<file path="config.mk">
export PLATFORM = sky130hd
export DESIGN_NAME = acm_monitor
export DESIGN_NICKNAME = d
export VERILOG_FILES = /design/src/shared/acm_pkg.sv /design/src/logic/acm_axil_slave.sv /design/src/logic/acm_monitor.sv
export SDC_FILE = /design/constraint.sdc
export NUM_CORES = 1
export LEC_CHECK = 0
export ABC_AREA = 0
export BUFFER_PORTS_ARGS = -buffer_cell sky130_fd_sc_hd__buf_4
export CORE_UTILIZATION = 54
export DETAILED_ROUTE_END_ITERATION = 12
export PLACE_DENSITY = 0.79
export SLEW_MARGIN = 0
export SYNTH_ARGS = -nofsm -noshare
export SYNTH_HDL_FRONTEND = slang
export SYNTH_SLANG_ARGS = --single-unit
export TNS_END_PERCENT = 100
</file>
<file path="constraint.sdc">
create_clock -name clk -period 7.8 [get_ports clk]
set_input_delay 1.56 -clock clk [delete_from_list [all_inputs] [get_ports clk]]
set_output_delay 1.56 -clock clk [all_outputs]
set_load 0.05 [all_outputs]
</file>
<file path="src/shared/acm_pkg.sv">
// Constants and helpers for the audio clock configuration monitor
package acm_pkg;
  // ****************************************
  // Clock and bus
  // ****************************************
  localparam int CLK_HZ = 25_000_000;
  localparam int ADDR_W = 12;
  localparam logic [1:0] RESP_OKAY = 2'h0;
  localparam logic [1:0] RESP_SLVERR = 2'h2;
  // ****************************************
  // Register indices, byte address is four times the index
  // ****************************************
  localparam logic [7:0] IDX_RATIO_RATE = 8'h28;
  localparam logic [7:0] IDX_MASKS = 8'h29;
  localparam logic [7:0] IDX_STATUS = 8'h2a;
  localparam logic [7:0] RATIO_RATE_RESET = 8'h00;
  localparam logic [7:0] MASKS_RESET = 8'h00;
  // ****************************************
  // Field positions
  // ****************************************
  localparam int MASK_PLL_BIT = 6;
  localparam int MASK_RANGE_BIT = 5;
  localparam int MASK_FS_BIT = 4;
  localparam int MASK_RATIO_BIT = 3;
  localparam int MASK_MISS_BIT = 2;
  localparam int ST_PLL_BIT = 0;
  localparam int ST_RANGE_BIT = 1;
  localparam int ST_FS_BIT = 2;
  localparam int ST_RATIO_BIT = 3;
  localparam int ST_MISS_BIT = 4;
  localparam int ST_CLKERR_BIT = 5;
  localparam int ST_MODE_LSB = 8;
  localparam int ST_RATIO_LSB = 12;
  // ****************************************
  // Bit clocks per frame codes
  // ****************************************
  localparam logic [3:0] RATIO_32FS = 4'h3;
  localparam logic [3:0] RATIO_64FS = 4'h5;
  localparam logic [3:0] RATIO_128FS = 4'h7;
  localparam logic [3:0] RATIO_256FS = 4'h9;
  localparam logic [3:0] RATIO_512FS = 4'hb;
  localparam int RATIO_MIN = 32;
  localparam int RATIO_MAX = 512;
  // ****************************************
  // Sample rate mode codes and rates
  // ****************************************
  localparam logic [3:0] MODE_AUTO = 4'h0;
  localparam logic [3:0] MODE_8K = 4'h2;
  localparam logic [3:0] MODE_16K = 4'h4;
  localparam logic [3:0] MODE_32K = 4'h6;
  localparam logic [3:0] MODE_44K1 = 4'h8;
  localparam logic [3:0] MODE_48K = 4'h9;
  localparam logic [3:0] MODE_96K = 4'hb;
  localparam int FS_8K_HZ = 8000;
  localparam int FS_16K_HZ = 16000;
  localparam int FS_32K_HZ = 32000;
  localparam int FS_44K1_HZ = 44100;
  localparam int FS_48K_HZ = 48000;
  localparam int FS_88K2_HZ = 88200;
  localparam int FS_96K_HZ = 96000;
  localparam int FS_TOL_SHIFT = 4;
  localparam int FRAME_CNT_W = 12;
  // ****************************************
  // Bit clock timing
  // ****************************************
  localparam int BCLK_MIN_HZ = 256_000;
  localparam int BCLK_MAX_HZ = 50_000_000;
  localparam int PLL_LIMIT_HZ = 150_000_000;
  localparam int BCLK_MAX_PER_CYC = CLK_HZ / BCLK_MIN_HZ;
  localparam int BCLK_MIN_PER_CYC = (CLK_HZ + BCLK_MAX_HZ - 1) / BCLK_MAX_HZ;
  localparam int MISS_TIME_NS = 8000;
  localparam int MISS_CYC = MISS_TIME_NS * (CLK_HZ / 1_000_000) / 1000;
  localparam int PER_W = 8;
  localparam int BITS_W = 10;

  function automatic int fs_lo(input int hz);
    fs_lo = (CLK_HZ / hz) - ((CLK_HZ / hz) >> FS_TOL_SHIFT);
  endfunction

  function automatic int fs_hi(input int hz);
    fs_hi = (CLK_HZ / hz) + ((CLK_HZ / hz) >> FS_TOL_SHIFT);
  endfunction
endpackage
</file>
<file path="src/logic/acm_axil_slave.sv">
// AXI4-Lite slave handshake for the clock monitor registers
`timescale 1ns/1ps
module acm_axil_slave (
  input wire logic clk,
  input wire logic reset_n,
  input wire logic [acm_pkg::ADDR_W-1:0] awaddr,
  input wire logic awvalid,
  output logic awready,
  input wire logic [31:0] wdata,
  input wire logic [3:0] wstrb,
  input wire logic wvalid,
  output logic wready,
  output logic [1:0] bresp,
  output logic bvalid,
  input wire logic bready,
  input wire logic [acm_pkg::ADDR_W-1:0] araddr,
  input wire logic arvalid,
  output logic arready,
  output logic [31:0] rdata,
  output logic [1:0] rresp,
  output logic rvalid,
  input wire logic rready,
  output logic wr_en,
  output logic [acm_pkg::ADDR_W-1:0] wr_addr,
  output logic [31:0] wr_data,
  output logic [3:0] wr_strb,
  input wire logic wr_ok,
  output logic [acm_pkg::ADDR_W-1:0] rd_addr,
  input wire logic [31:0] rd_data,
  input wire logic rd_ok
);
  logic aw_held;
  logic w_held;
  wire aw_fire = awvalid & awready;
  wire w_fire = wvalid & wready;
  wire b_fire = bvalid & bready;
  wire ar_fire = arvalid & arready;
  wire r_fire = rvalid & rready;

  assign wr_en = aw_held & w_held & ~bvalid;
  assign rd_addr = araddr;

  // ****************************************
  // Write channels
  // ****************************************
  always_ff @(posedge clk or negedge reset_n) begin
    if (!reset_n) begin
      awready <= 1'b1;
      wready <= 1'b1;
      aw_held <= 1'b0;
      w_held <= 1'b0;
      wr_addr <= '0;
      wr_data <= '0;
      wr_strb <= '0;
      bvalid <= 1'b0;
      bresp <= acm_pkg::RESP_OKAY;
    end else begin
      if (aw_fire) begin
        wr_addr <= awaddr;
        aw_held <= 1'b1;
        awready <= 1'b0;
      end
      if (w_fire) begin
        wr_data <= wdata;
        wr_strb <= wstrb;
        w_held <= 1'b1;
        wready <= 1'b0;
      end
      if (wr_en) begin
        aw_held <= 1'b0;
        w_held <= 1'b0;
        bvalid <= 1'b1;
        bresp <= wr_ok ? acm_pkg::RESP_OKAY : acm_pkg::RESP_SLVERR;
      end
      if (b_fire) begin
        bvalid <= 1'b0;
        awready <= 1'b1;
        wready <= 1'b1;
      end
    end
  end

  // ****************************************
  // Read channels
  // ****************************************
  always_ff @(posedge clk or negedge reset_n) begin
    if (!reset_n) begin
      arready <= 1'b1;
      rvalid <= 1'b0;
      rdata <= '0;
      rresp <= acm_pkg::RESP_OKAY;
    end else if (ar_fire) begin
      arready <= 1'b0;
      rvalid <= 1'b1;
      rdata <= rd_data;
      rresp <= rd_ok ? acm_pkg::RESP_OKAY : acm_pkg::RESP_SLVERR;
    end else if (r_fire) begin
      rvalid <= 1'b0;
      arready <= 1'b1;
    end
  end
endmodule

</file>
<file path="src/logic/acm_monitor.sv">
// Audio clock configuration registers and incoming clock fault monitor
`timescale 1ns/1ps
// Operation
// [RULE1] Bits 7-4 hold configured bit clocks per frame, codes for 32 to 512 FS.
// [RULE2] Bits 3-0 select sample rate mode; 0000 automatic, others fixed or reserved.
// [RULE3] Software programs the rate mode to match the delivered rate unless automatic.
// [RULE4] Flag PLL overrate whenever the PLL runs at or above 150 MHz.
// [RULE5] Mask bit 6 set keeps PLL overrate out of the clock error.
// [RULE6] Flag range error unless bit clock stays between 256 kHz and 50 MHz.
// [RULE7] Mask bit 5 set keeps bit clock range error out of the clock error.
// [RULE8] Mask bit 4 set hides sample rate error from clock error, status still shows it.
// [RULE9] Flag ratio error unless bit clocks per frame stay stable within 32 to 512.
// [RULE10] Mask bit 3 set keeps ratio error out of the clock error.
// [RULE11] Detect missing bit clock; mask bit 2 set keeps it out of clock error.
// [RULE12] Clock error is the OR of unmasked detections; all masks clear after reset.
// [RULE13] Software releases the processor only after all input clocks have settled.
module acm_monitor #(
  parameter int PLL_MULT = 16
) (
  input wire logic clk,
  input wire logic reset_n,
  input wire logic bit_clock,
  input wire logic frame_clock,
  input wire logic [acm_pkg::ADDR_W-1:0] s_axi_awaddr,
  input wire logic s_axi_awvalid,
  output logic s_axi_awready,
  input wire logic [31:0] s_axi_wdata,
  input wire logic [3:0] s_axi_wstrb,
  input wire logic s_axi_wvalid,
  output logic s_axi_wready,
  output logic [1:0] s_axi_bresp,
  output logic s_axi_bvalid,
  input wire logic s_axi_bready,
  input wire logic [acm_pkg::ADDR_W-1:0] s_axi_araddr,
  input wire logic s_axi_arvalid,
  output logic s_axi_arready,
  output logic [31:0] s_axi_rdata,
  output logic [1:0] s_axi_rresp,
  output logic s_axi_rvalid,
  input wire logic s_axi_rready,
  output logic [3:0] bit_clocks_per_frame,
  output logic [3:0] sample_rate_mode,
  output logic clock_error
);
  localparam int PLL_PER_CYC = int'((64'(acm_pkg::CLK_HZ) * PLL_MULT) / acm_pkg::PLL_LIMIT_HZ);
  localparam int MISS_CYC = acm_pkg::MISS_CYC;

  // ****************************************
  // Helpers
  // ****************************************
  function automatic logic [1:0] reg_sel(input logic [acm_pkg::ADDR_W-1:0] a);
    logic [1:0] s;
    s = 2'h0;
    if (a[acm_pkg::ADDR_W-1:10] == '0) begin
      if (a[9:2] == acm_pkg::IDX_RATIO_RATE) s = 2'h1;
      if (a[9:2] == acm_pkg::IDX_MASKS) s = 2'h2;
      if (a[9:2] == acm_pkg::IDX_STATUS) s = 2'h3;
    end
    return s;
  endfunction

  function automatic logic fs_match(input logic [3:0] mode, input logic [acm_pkg::FRAME_CNT_W-1:0] per);
    int p;
    int lo;
    int hi;
    p = int'(per);
    lo = 1;
    hi = 0;
    case (mode)
      acm_pkg::MODE_8K: begin
        lo = acm_pkg::fs_lo(acm_pkg::FS_8K_HZ);
        hi = acm_pkg::fs_hi(acm_pkg::FS_8K_HZ);
      end
      acm_pkg::MODE_16K: begin
        lo = acm_pkg::fs_lo(acm_pkg::FS_16K_HZ);
        hi = acm_pkg::fs_hi(acm_pkg::FS_16K_HZ);
      end
      acm_pkg::MODE_32K: begin
        lo = acm_pkg::fs_lo(acm_pkg::FS_32K_HZ);
        hi = acm_pkg::fs_hi(acm_pkg::FS_32K_HZ);
      end
      acm_pkg::MODE_44K1: begin
        lo = acm_pkg::fs_lo(acm_pkg::FS_44K1_HZ);
        hi = acm_pkg::fs_hi(acm_pkg::FS_44K1_HZ);
      end
      acm_pkg::MODE_48K: begin
        lo = acm_pkg::fs_lo(acm_pkg::FS_48K_HZ);
        hi = acm_pkg::fs_hi(acm_pkg::FS_48K_HZ);
      end
      acm_pkg::MODE_96K: begin
        lo = acm_pkg::fs_lo(acm_pkg::FS_96K_HZ);
        hi = acm_pkg::fs_hi(acm_pkg::FS_88K2_HZ);
      end
      default: begin
        lo = 1;
        hi = 0;
      end
    endcase
    return (p >= lo) && (p <= hi);
  endfunction

  function automatic logic [3:0] fs_detect(input logic [acm_pkg::FRAME_CNT_W-1:0] per);
    logic [3:0] m;
    m = acm_pkg::MODE_AUTO;
    if (fs_match(acm_pkg::MODE_8K, per)) m = acm_pkg::MODE_8K;
    if (fs_match(acm_pkg::MODE_16K, per)) m = acm_pkg::MODE_16K;
    if (fs_match(acm_pkg::MODE_32K, per)) m = acm_pkg::MODE_32K;
    if (fs_match(acm_pkg::MODE_44K1, per)) m = acm_pkg::MODE_44K1;
    if (fs_match(acm_pkg::MODE_48K, per)) m = acm_pkg::MODE_48K;
    if (fs_match(acm_pkg::MODE_96K, per)) m = acm_pkg::MODE_96K;
    return m;
  endfunction

  function automatic logic [3:0] ratio_code(input logic [acm_pkg::BITS_W-1:0] n);
    logic [3:0] c;
    c = 4'h0;
    if (n == 10'd32) c = acm_pkg::RATIO_32FS;
    if (n == 10'd64) c = acm_pkg::RATIO_64FS;
    if (n == 10'd128) c = acm_pkg::RATIO_128FS;
    if (n == 10'd256) c = acm_pkg::RATIO_256FS;
    if (n == 10'd512) c = acm_pkg::RATIO_512FS;
    return c;
  endfunction

  // ****************************************
  // Synchronisers and edge detect
  // ****************************************
  logic [2:0] bclk_sync;
  logic [2:0] fclk_sync;
  always_ff @(posedge clk or negedge reset_n) begin
    if (!reset_n) begin
      bclk_sync <= 3'h0;
      fclk_sync <= 3'h0;
    end else begin
      bclk_sync <= {bclk_sync[1:0], bit_clock};
      fclk_sync <= {fclk_sync[1:0], frame_clock};
    end
  end
  wire bclk_rise = bclk_sync[1] & ~bclk_sync[2];
  wire frame_rise = fclk_sync[1] & ~fclk_sync[2];

  // ****************************************
  // Bit clock period, range, PLL and missing checks
  // ****************************************
  logic [acm_pkg::PER_W-1:0] bclk_cnt;
  logic pll_over;
  logic range_err;
  logic missing;
  wire [acm_pkg::PER_W-1:0] per_now = bclk_cnt + 8'h01;
  wire cnt_sat = (int'(bclk_cnt) >= MISS_CYC - 1);
  wire too_slow = (int'(per_now) > acm_pkg::BCLK_MAX_PER_CYC);
  wire too_fast = (int'(per_now) < acm_pkg::BCLK_MIN_PER_CYC);
  wire next_pll = (int'(per_now) <= PLL_PER_CYC);
  wire next_range = bclk_rise ? (too_slow | too_fast) : (too_slow | range_err);
  always_ff @(posedge clk or negedge reset_n) begin
    if (!reset_n) begin
      bclk_cnt <= '0;
      pll_over <= 1'b0;
      range_err <= 1'b0;
      missing <= 1'b0;
    end else begin
      bclk_cnt <= bclk_rise ? '0 : (cnt_sat ? bclk_cnt : per_now);
      pll_over <= bclk_rise ? next_pll : (pll_over & ~cnt_sat); // [RULE4]
      range_err <= next_range; // [RULE6]
      missing <= bclk_rise ? 1'b0 : (cnt_sat | missing); // [RULE11]
    end
  end

  // ****************************************
  // Frame checks: ratio and sample rate
  // ****************************************
  logic [acm_pkg::BITS_W-1:0] bits_cnt;
  logic [acm_pkg::BITS_W-1:0] bits_prev;
  logic [acm_pkg::FRAME_CNT_W-1:0] frame_cnt;
  logic ratio_err;
  logic fs_err;
  logic [3:0] mode_seen;
  logic [3:0] ratio_seen;
  logic [7:0] ratio_rate;
  logic [7:0] masks;
  wire [acm_pkg::BITS_W-1:0] bits_now = (bits_cnt == '1) ? bits_cnt : bits_cnt + {9'h0, bclk_rise};
  wire [acm_pkg::FRAME_CNT_W-1:0] frame_per = frame_cnt + 12'h001;
  wire frame_sat = (frame_cnt == '1);
  wire ratio_bad = (int'(bits_now) < acm_pkg::RATIO_MIN) || (int'(bits_now) > acm_pkg::RATIO_MAX) ||
                   (bits_now != bits_prev);
  wire [3:0] mode_now = fs_detect(frame_per);
  wire auto_mode = (ratio_rate[3:0] == acm_pkg::MODE_AUTO);
  wire fs_bad = auto_mode ? (mode_now == acm_pkg::MODE_AUTO) : ~fs_match(ratio_rate[3:0], frame_per);
  always_ff @(posedge clk or negedge reset_n) begin
    if (!reset_n) begin
      bits_cnt <= '0;
      bits_prev <= '0;
      frame_cnt <= '0;
      ratio_err <= 1'b0;
      fs_err <= 1'b0;
      mode_seen <= acm_pkg::MODE_AUTO;
      ratio_seen <= 4'h0;
    end else if (frame_rise) begin
      bits_cnt <= '0;
      bits_prev <= bits_now;
      frame_cnt <= '0;
      ratio_err <= ratio_bad; // [RULE9]
      fs_err <= fs_bad; // [RULE2]
      mode_seen <= mode_now;
      ratio_seen <= ratio_code(bits_now);
    end else begin
      bits_cnt <= bits_now;
      frame_cnt <= frame_sat ? frame_cnt : frame_per;
      ratio_err <= ratio_err | frame_sat;
      fs_err <= fs_err | frame_sat;
    end
  end

  // ****************************************
  // Combined clock error
  // ****************************************
  wire [4:0] raw = {pll_over, range_err, fs_err, ratio_err, missing};
  wire [4:0] mask_sel = {masks[acm_pkg::MASK_PLL_BIT], masks[acm_pkg::MASK_RANGE_BIT],
                         masks[acm_pkg::MASK_FS_BIT], masks[acm_pkg::MASK_RATIO_BIT],
                         masks[acm_pkg::MASK_MISS_BIT]};
  wire next_clock_error = |(raw & ~mask_sel); // [RULE5] [RULE7] [RULE8] [RULE10] [RULE11]
  always_ff @(posedge clk or negedge reset_n) begin
    if (!reset_n) begin
      clock_error <= 1'b0;
    end else begin
      clock_error <= next_clock_error; // [RULE12]
    end
  end

  // ****************************************
  // Registers
  // ****************************************
  logic wr_en;
  logic [acm_pkg::ADDR_W-1:0] wr_addr;
  logic [31:0] wr_data;
  logic [3:0] wr_strb;
  logic [acm_pkg::ADDR_W-1:0] rd_addr;
  wire [1:0] wr_sel = reg_sel(wr_addr);
  wire [1:0] rd_sel = reg_sel(rd_addr);
  wire wr_ok = (wr_sel == 2'h1) || (wr_sel == 2'h2) || (wr_sel == 2'h3);
  wire rd_ok = (rd_sel != 2'h0);
  wire wr_low = wr_en & wr_strb[0];
  wire [31:0] status_word = {16'h0, ratio_seen, mode_seen, 2'h0, clock_error, missing, ratio_err, fs_err,
                             range_err, pll_over};
  wire [31:0] rd_data = (rd_sel == 2'h1) ? {24'h0, ratio_rate} :
                        (rd_sel == 2'h2) ? {24'h0, masks} :
                        (rd_sel == 2'h3) ? status_word : 32'h0;
  always_ff @(posedge clk or negedge reset_n) begin
    if (!reset_n) begin
      ratio_rate <= acm_pkg::RATIO_RATE_RESET;
      masks <= acm_pkg::MASKS_RESET; // [RULE12]
    end else begin
      if (wr_low && wr_sel == 2'h1) ratio_rate <= wr_data[7:0]; // [RULE1] [RULE2]
      if (wr_low && wr_sel == 2'h2) masks <= wr_data[7:0];
    end
  end
  assign bit_clocks_per_frame = ratio_rate[7:4];
  assign sample_rate_mode = ratio_rate[3:0];

  acm_axil_slave u_slave (
    .clk(clk),
    .reset_n(reset_n),
    .awaddr(s_axi_awaddr),
    .awvalid(s_axi_awvalid),
    .awready(s_axi_awready),
    .wdata(s_axi_wdata),
    .wstrb(s_axi_wstrb),
    .wvalid(s_axi_wvalid),
    .wready(s_axi_wready),
    .bresp(s_axi_bresp),
    .bvalid(s_axi_bvalid),
    .bready(s_axi_bready),
    .araddr(s_axi_araddr),
    .arvalid(s_axi_arvalid),
    .arready(s_axi_arready),
    .rdata(s_axi_rdata),
    .rresp(s_axi_rresp),
    .rvalid(s_axi_rvalid),
    .rready(s_axi_rready),
    .wr_en(wr_en),
    .wr_addr(wr_addr),
    .wr_data(wr_data),
    .wr_strb(wr_strb),
    .wr_ok(wr_ok),
    .rd_addr(rd_addr),
    .rd_data(rd_data),
    .rd_ok(rd_ok)
  );

  // ****************************************
  // Checks
  // ****************************************
  logic [8:0] idle_cnt;
  always_ff @(posedge clk or negedge reset_n) begin
    if (!reset_n) begin
      idle_cnt <= '0;
    end else begin
      idle_cnt <= bclk_rise ? '0 : ((idle_cnt == '1) ? idle_cnt : idle_cnt + 9'h001);
    end
  end
endmodule

</file>
# Word-level counts from Yosys, hierarchy flattened
# Cells that the tools add are included.
dict set report totals {
  inputBits 69
  wordCells 180
  reg_bits 140
  output_inout_bits 50
}
dict set report classes {
  eq_ne 28
  n_lt_le_gt_ge 20
  n_reduce_logical 25
  mux 52
  n_bitwise 23
  add_sub_neg 3
}
# op count
set ops {}
lappend ops {{$pmux 12 s6} 2}
lappend ops {{$eq 8x6->1 const B} 6}
lappend ops {{$mux 16} 3}
lappend ops {{$le 12x10->1 const B} 3}
lappend ops {{$mux 4} 9}
lappend ops {{$ge 13x32->1} 1}
lappend ops {{$le 13x32->1} 1}
lappend ops {{$ge 12x10->1 const B} 2}
lappend ops {{$mux 12} 2}
lappend ops {{$mux 1} 22}
lappend ops {{$eq 10x10->1 const B} 2}
lappend ops {{$mux 10} 2}
lappend ops {{$mux 2} 10}
lappend ops {{$mux 8} 2}
lappend ops {{$reduce_bool 2->1} 7}
lappend ops {{$add 12x1->12 const B} 1}
lappend ops {{$eq 12x12->1 const B} 1}
lappend ops {{$eq 4x4->1 const B} 3}
lappend ops {{$ge 12x11->1 const B} 1}
lappend ops {{$ge 12x12->1 const B} 1}
lappend ops {{$ge 12x8->1 const B} 1}
lappend ops {{$ge 12x9->1 const B} 1}
lappend ops {{$le 12x11->1 const B} 1}
lappend ops {{$le 12x12->1 const B} 1}
lappend ops {{29 further kinds} 66}

# Logic depth before layout (Yosys ltp)
dict set report logic_depth {
  word_depth 12
  mapped_depth 14
}

# Cells and area by module
# From an unflattened synthesis, not the netlist that was laid out.
dict set report unflattened {
  cells_unflattened 816
  hier_area_um2 8847.2
}
# mod seq_area_each_um2 instances area_each_um2 cells_each
set by_module_without_submodules {}
lappend by_module_without_submodules {acm_monitor 1901.8 1 5248.8 601}
lappend by_module_without_submodules {acm_axil_slave 2230.9 1 3598.5 215}

# Worst setup path before layout
# OpenSTA, ideal clock, no wires.
dict set report synth_timing {
  path_kind {in2reg}
  from {input s_axi_araddr[4] in the netlist's numbering}
  to {register u_slave.rdata[10]}
  cell_stages 4
  path_buffers 0
  arrival_time_ns 2.990
  slack_ns 4.741
  setup_time_ns 0.069
  required_ns 7.731
  cell_sequence {nor4b_1 nand4_1 nor3b_1 a22o_1}
}
dict set report synth_between {
  elab_chain_len 9
  word_cells_on_any_way 13
  classes_between {eq/ne: 6; mux: 7}
}
# item line_no
set synth_lines {}
lappend synth_lines {{start: declaration} acm_monitor.sv:34} ;# input wire logic [acm_pkg::ADDR_W-1:0] s_axi_araddr,
lappend synth_lines {{$eq 8x6->1} acm_monitor.sv:55} ;# if (a[9:2] == acm_pkg::IDX_RATIO_RATE) s = 2'h1;
lappend synth_lines {{$mux 1} acm_monitor.sv:55}
lappend synth_lines {{$mux 2} acm_monitor.sv:56} ;# if (a[9:2] == acm_pkg::IDX_MASKS) s = 2'h2;
lappend synth_lines {{$mux 2 (*)} acm_monitor.sv:57} ;# if (a[9:2] == acm_pkg::IDX_STATUS) s = 2'h3;
lappend synth_lines {{$mux 2 (*)} acm_monitor.sv:54} ;# if (a[acm_pkg::ADDR_W-1:10] == '0) begin
lappend synth_lines {{$eq 2x2->1} acm_monitor.sv:247} ;# (rd_sel == 2'h3) ? status_word : 32'h0;
lappend synth_lines {{$mux 16} acm_monitor.sv:247}
lappend synth_lines {{$mux 16} acm_monitor.sv:246} ;# (rd_sel == 2'h2) ? {24'h0, masks} :
lappend synth_lines {{$mux 16 (*)} acm_monitor.sv:245} ;# wire [31:0] rd_data = (rd_sel == 2'h1) ? {24'h0, ratio_rate} :
lappend synth_lines {{end signal: assignment} acm_axil_slave.sv:95} ;# rdata <= rd_data;
lappend synth_lines {{end: declaration} acm_axil_slave.sv:19} ;# output logic [31:0] rdata,
# Every way passes the cells marked *; elsewhere a longest branch is shown, timed or not.
# A chain may end at the register's enable or synchronous reset.

# Final worst setup path
dict set report layout_timing {
  from {register frame_cnt[0] in the netlist's numbering}
  to {register fs_err}
}
dict set report layout_between {
  elab_chain_len 12
  word_cells_on_any_way 34
  classes_between {add/sub: 1; order compare: 14; eq/ne: 1; mux: 8; bitwise: 2; reduce/logical: 8}
}
# item line_no
set layout_lines {}
lappend layout_lines {{start: declaration} acm_monitor.sv:174} ;# logic [acm_pkg::FRAME_CNT_W-1:0] frame_cnt;
lappend layout_lines {{start signal: assignment} acm_monitor.sv:208} ;# frame_cnt <= frame_sat ? frame_cnt : frame_per;
lappend layout_lines {{$add 12x1->12} acm_monitor.sv:182} ;# wire [acm_pkg::FRAME_CNT_W-1:0] frame_per = frame_cnt + 12'h001;
lappend layout_lines {{$ge 12x12->1 / $le 12x12->1 (equally long branches)} acm_monitor.sv:99} ;# return (p >= lo) && (p <= hi);
lappend layout_lines {{$logic_and 1x1->1} acm_monitor.sv:99}
lappend layout_lines {{$mux 2} acm_monitor.sv:105} ;# if (fs_match(acm_pkg::MODE_8K, per)) m = acm_pkg::MODE_8K;
lappend layout_lines {{$mux 4} acm_monitor.sv:106} ;# if (fs_match(acm_pkg::MODE_16K, per)) m = acm_pkg::MODE_16K;
lappend layout_lines {{$mux 4} acm_monitor.sv:107} ;# if (fs_match(acm_pkg::MODE_32K, per)) m = acm_pkg::MODE_32K;
lappend layout_lines {{$mux 4} acm_monitor.sv:108} ;# if (fs_match(acm_pkg::MODE_44K1, per)) m = acm_pkg::MODE_44K1;
lappend layout_lines {{$mux 4} acm_monitor.sv:109} ;# if (fs_match(acm_pkg::MODE_48K, per)) m = acm_pkg::MODE_48K;
lappend layout_lines {{$mux 4} acm_monitor.sv:110} ;# if (fs_match(acm_pkg::MODE_96K, per)) m = acm_pkg::MODE_96K;
lappend layout_lines {{$logic_not 4->1} acm_monitor.sv:188} ;# wire fs_bad = auto_mode ? (mode_now == acm_pkg::MODE_AUTO) : ~fs_match(ratio_rate[3:0], frame_per);
lappend layout_lines {{$mux 1} acm_monitor.sv:188}
lappend layout_lines {{$mux 1 (*)} acm_monitor.sv:198} ;# end else if (frame_rise) begin
lappend layout_lines {{end signal: assignment} acm_monitor.sv:203} ;# fs_err <= fs_bad;
lappend layout_lines {{end signal: assignment} acm_monitor.sv:210} ;# fs_err <= fs_err | frame_sat;
lappend layout_lines {{end: declaration} acm_monitor.sv:176} ;# logic fs_err;
# Marks and branches as above.

==> summary.txt <==
Route
  • DRT iter0 DRCs: 559
  • Router iterations before antenna repair: 5
  • DR WL/cell: 16.5 um
  • DR vias: 5781
  • Met2 routed WL: 8010 um
  • DR DRC count: 0
  • Total wire length: 16200 um
  • Post-route ant nets: 0
  • Met1 WL: 7160 um
  • Highest Signal Layer: met4
  • DR vias/cell: 5.89
  • Routed wl met3: 626 um

Synthesis
  • Synthesized area: 7030 sq um
  • Flip-flop and latch count after synthesis: 120
  • Seq/Total Area, Yosys: 42.8%
  • Area leader, netlist: dfrtp_1
  • Synth Area per Inst: 9.44 sq um
  • Number of synthesized flops with an enable pin: 0
  • Post-synth ARST share: 100%
  • Synth top area share: 41.7%
  • Primary FF master, synth: dfrtp_1
  • Synth Warn #: 0
  • Synth cell types: 77
  • Synth area leaders: dfrtp_1 42%, mux2_2 5.9%, ha_1 4.1%
  • Syn Inst Count: 744

Worst setup path
  • Reg2reg start: frame_cnt[0]
  • Type of origin of the critical path: register
  • Critical path required time: 8.13 ns
  • Worst Path Max Fanout: 17
  • Worst Path Arrival: 4.06 ns
  • Critical path class: register to register
  • Reg2reg setup slack: 4.07 ns
  • CP Capture Type: register
  • Reg2Reg Capture Point: fs_err
  • Reg2Reg Depth: 11

Floorplanning
  • Die ar.: 13500 sq um
  • Initial core utilization: 55.5%
  • Core area: 12700 sq um
  • # IOs: 119
  • Die Span Y: 116 um
  • Cell Rows: 41
  • Die width: 116 um

Final layout
  • Synth-to-layout area growth: 16.2%
  • Most common cell after layout, fill and taps aside: dfrtp_1
  • Final Util: 64.5%
  • Most frequent cells in the layout: 117 x dfrtp_1, 72 x buf_4, 69 x nand2_1, 63 x nor2_1
  • Ant diodes: 0
  • Share of cells above drive strength 1: 19.1%
  • Final #Nets: 889

CTS
  • Clock Tree Buf Depth: 2
  • Hold-fix buffers, CTS: 0
  • CTS Buf Count: 17
  • Post-CTS Setup Bufs: 0
  • CTS clk-pin slew, worst paths: 0.06 ns
  • CTS sink count: 120
  • CTS tree: built
  • Worst-Skew Late Latency: 0.41 ns
  • Clock H-tree levels: 4
  • Clk root buf: clkbuf_16
  • Post-cts sizing count: 0

Pwr
  • Cell Pwr Density: 260 nW/um^2
  • VDD IR-drop max: 0.217 mV
  • Pleak: 3.75 nW

Timing
  • Clock skew: 0.0127 ns
  • Final count of hold timing violations: 0
  • Fin. max-slew vios: 0
  • Final setup fails: 0
  • Post-route minimum period: 3.73 ns
  • Setup TNS: 0 ns
  • RSZ-0062 raised after global routing: no
  • Maximum clock rate: 268 MHz
  • Worst Max-Slew Pin Slew: 1.19 ns
  • Slew headroom: 20.7%
  • Period utilization: 47.9%
  • Hold WS: 0.355 ns

Min path
  • Hold Crit Class: register to register
  • Hold-critical path depth: 0
  • Hold Crit Endpoint: fclk_sync[1]
  • HP Start: fclk_sync[0]

Flow run
  • Max-cap violations: 0

Placement
  • DPL Wire Length: 11500 um
  • Number of port buffers: 69
  • GPL Wtd Cong: 0.962

Global routing
  • Global-route wire length before repair: 26400 um
  • Initial antenna violation count: 0
  • Pin count of the biggest net entering global routing: 91
  • Vias in the first global route: 5423
  • GRT Residual Overflow: 0
  • GRT Util Overall: 25.5%

Status
  • Outcome: finished clean
==> worst max-delay path by stage <==
stage,start,to,slack (ns)
finish,frame_cnt[0],fs_err,4.07
global route,frame_cnt[0],fs_err,3.77
CTS,frame_cnt[0],fs_err,4.14
detailed placement,s_axi_araddr[4],u_slave.rdata[13],4.01
global placement,s_axi_araddr[4],u_slave.rdata[12],4.03
floorplan,s_axi_araddr[4],u_slave.rdata[10],4.74
==> sequential cells by signal, summed over array words and instances (netlist names), 3 cells and up <==
name	count
ratio_rate	8
u_slave.wr_addr	10
bclk_cnt	8
u_slave.rdata	16
mode_seen	4
fclk_sync	3
bits_cnt	10
u_slave.wr_data	8
ratio_seen	4
bclk_sync	3
frame_cnt	12
masks	8
bits_prev	10
==> critical path: stages, from the launching register on <==
cell     delay, ns
dfrtp_1       0.74
ha_1          0.59
nand3_1       0.21
o21ai_0       0.30
and2_1        0.28
inv_1         0.10
ha_1          0.31
nand3_1       0.09
or4_1         0.54
a31oi_1       0.22
o21ai_1       0.11
a31oi_1       0.16
==> stage by stage <==
stage	cells	power (mW)	setup WS, ns	instance area [sq um]
CTS	982	2.13	4.14	8170
global route	982	2.23	3.77	8170
detailed placement	950	1.30	4.01	7540
global placement	950	1.27	4.03	7540
floorplan	761	1.17	4.74	7090
finish	982	2.12	4.07	8170
==> final cells by class <==
class / instances / area (sq um)
inverter: 31 / 116
tap: 172 / 215
fill: 1021 / 4500
multi-input combinational: 555 / 3660
clock inverter: 14 / 186
timing repair buffer: 72 / 541
sequential: 120 / 3010
clock buffer: 18 / 439
==> metal layers <==
layer  GRT usage [%]  vias up
met2            42.0      180
met3            5.28       34
met4            11.2        0
li1                -     2754
met5               0        -
met1            32.7     2813
==> Yosys cell counts, types with 13 or more instances <==
master	count
nor3_1	13
ha_1	23
clkbuf_1	19
nand4_1	13
nor2_1	63
buf_4	18
a21oi_1	43
mux2i_1	17
a31oi_1	13
nand2_1	69
mux2_2	37
xor2_1	15
dfrtp_1	117
inv_1	29
nand3_1	22
o21ai_0	43
buf_2	13
xnor2_1	16
==> kinds of logic (layout without fill, tap and decap cells) <==
kind of cell	Yosys count	count (layout)	share of synthesized area [%]
DFF	120	120	42.8
xor gates and xnor gates	32	32	4.10
AOI/OAI and AO/OA	168	168	15.4
adders and majority gates	25	25	4.38
buffers and inverters	86	135	6.13
other	1	18	0.0534
and+or+nand+nor	258	258	18.8
muxes	54	54	8.35
==> power breakdown <==
| part | switching (mW) | internal [mW] | leakage [nW] |
|---|---|---|---|
| Clock | 0.306 | 0.521 | 0.306 |
| Combinational | 0.273 | 0.197 | 1.88 |
| Sequential | 0.105 | 0.721 | 1.57 |
No activity file was read; power rests on OpenSTA's default activity.
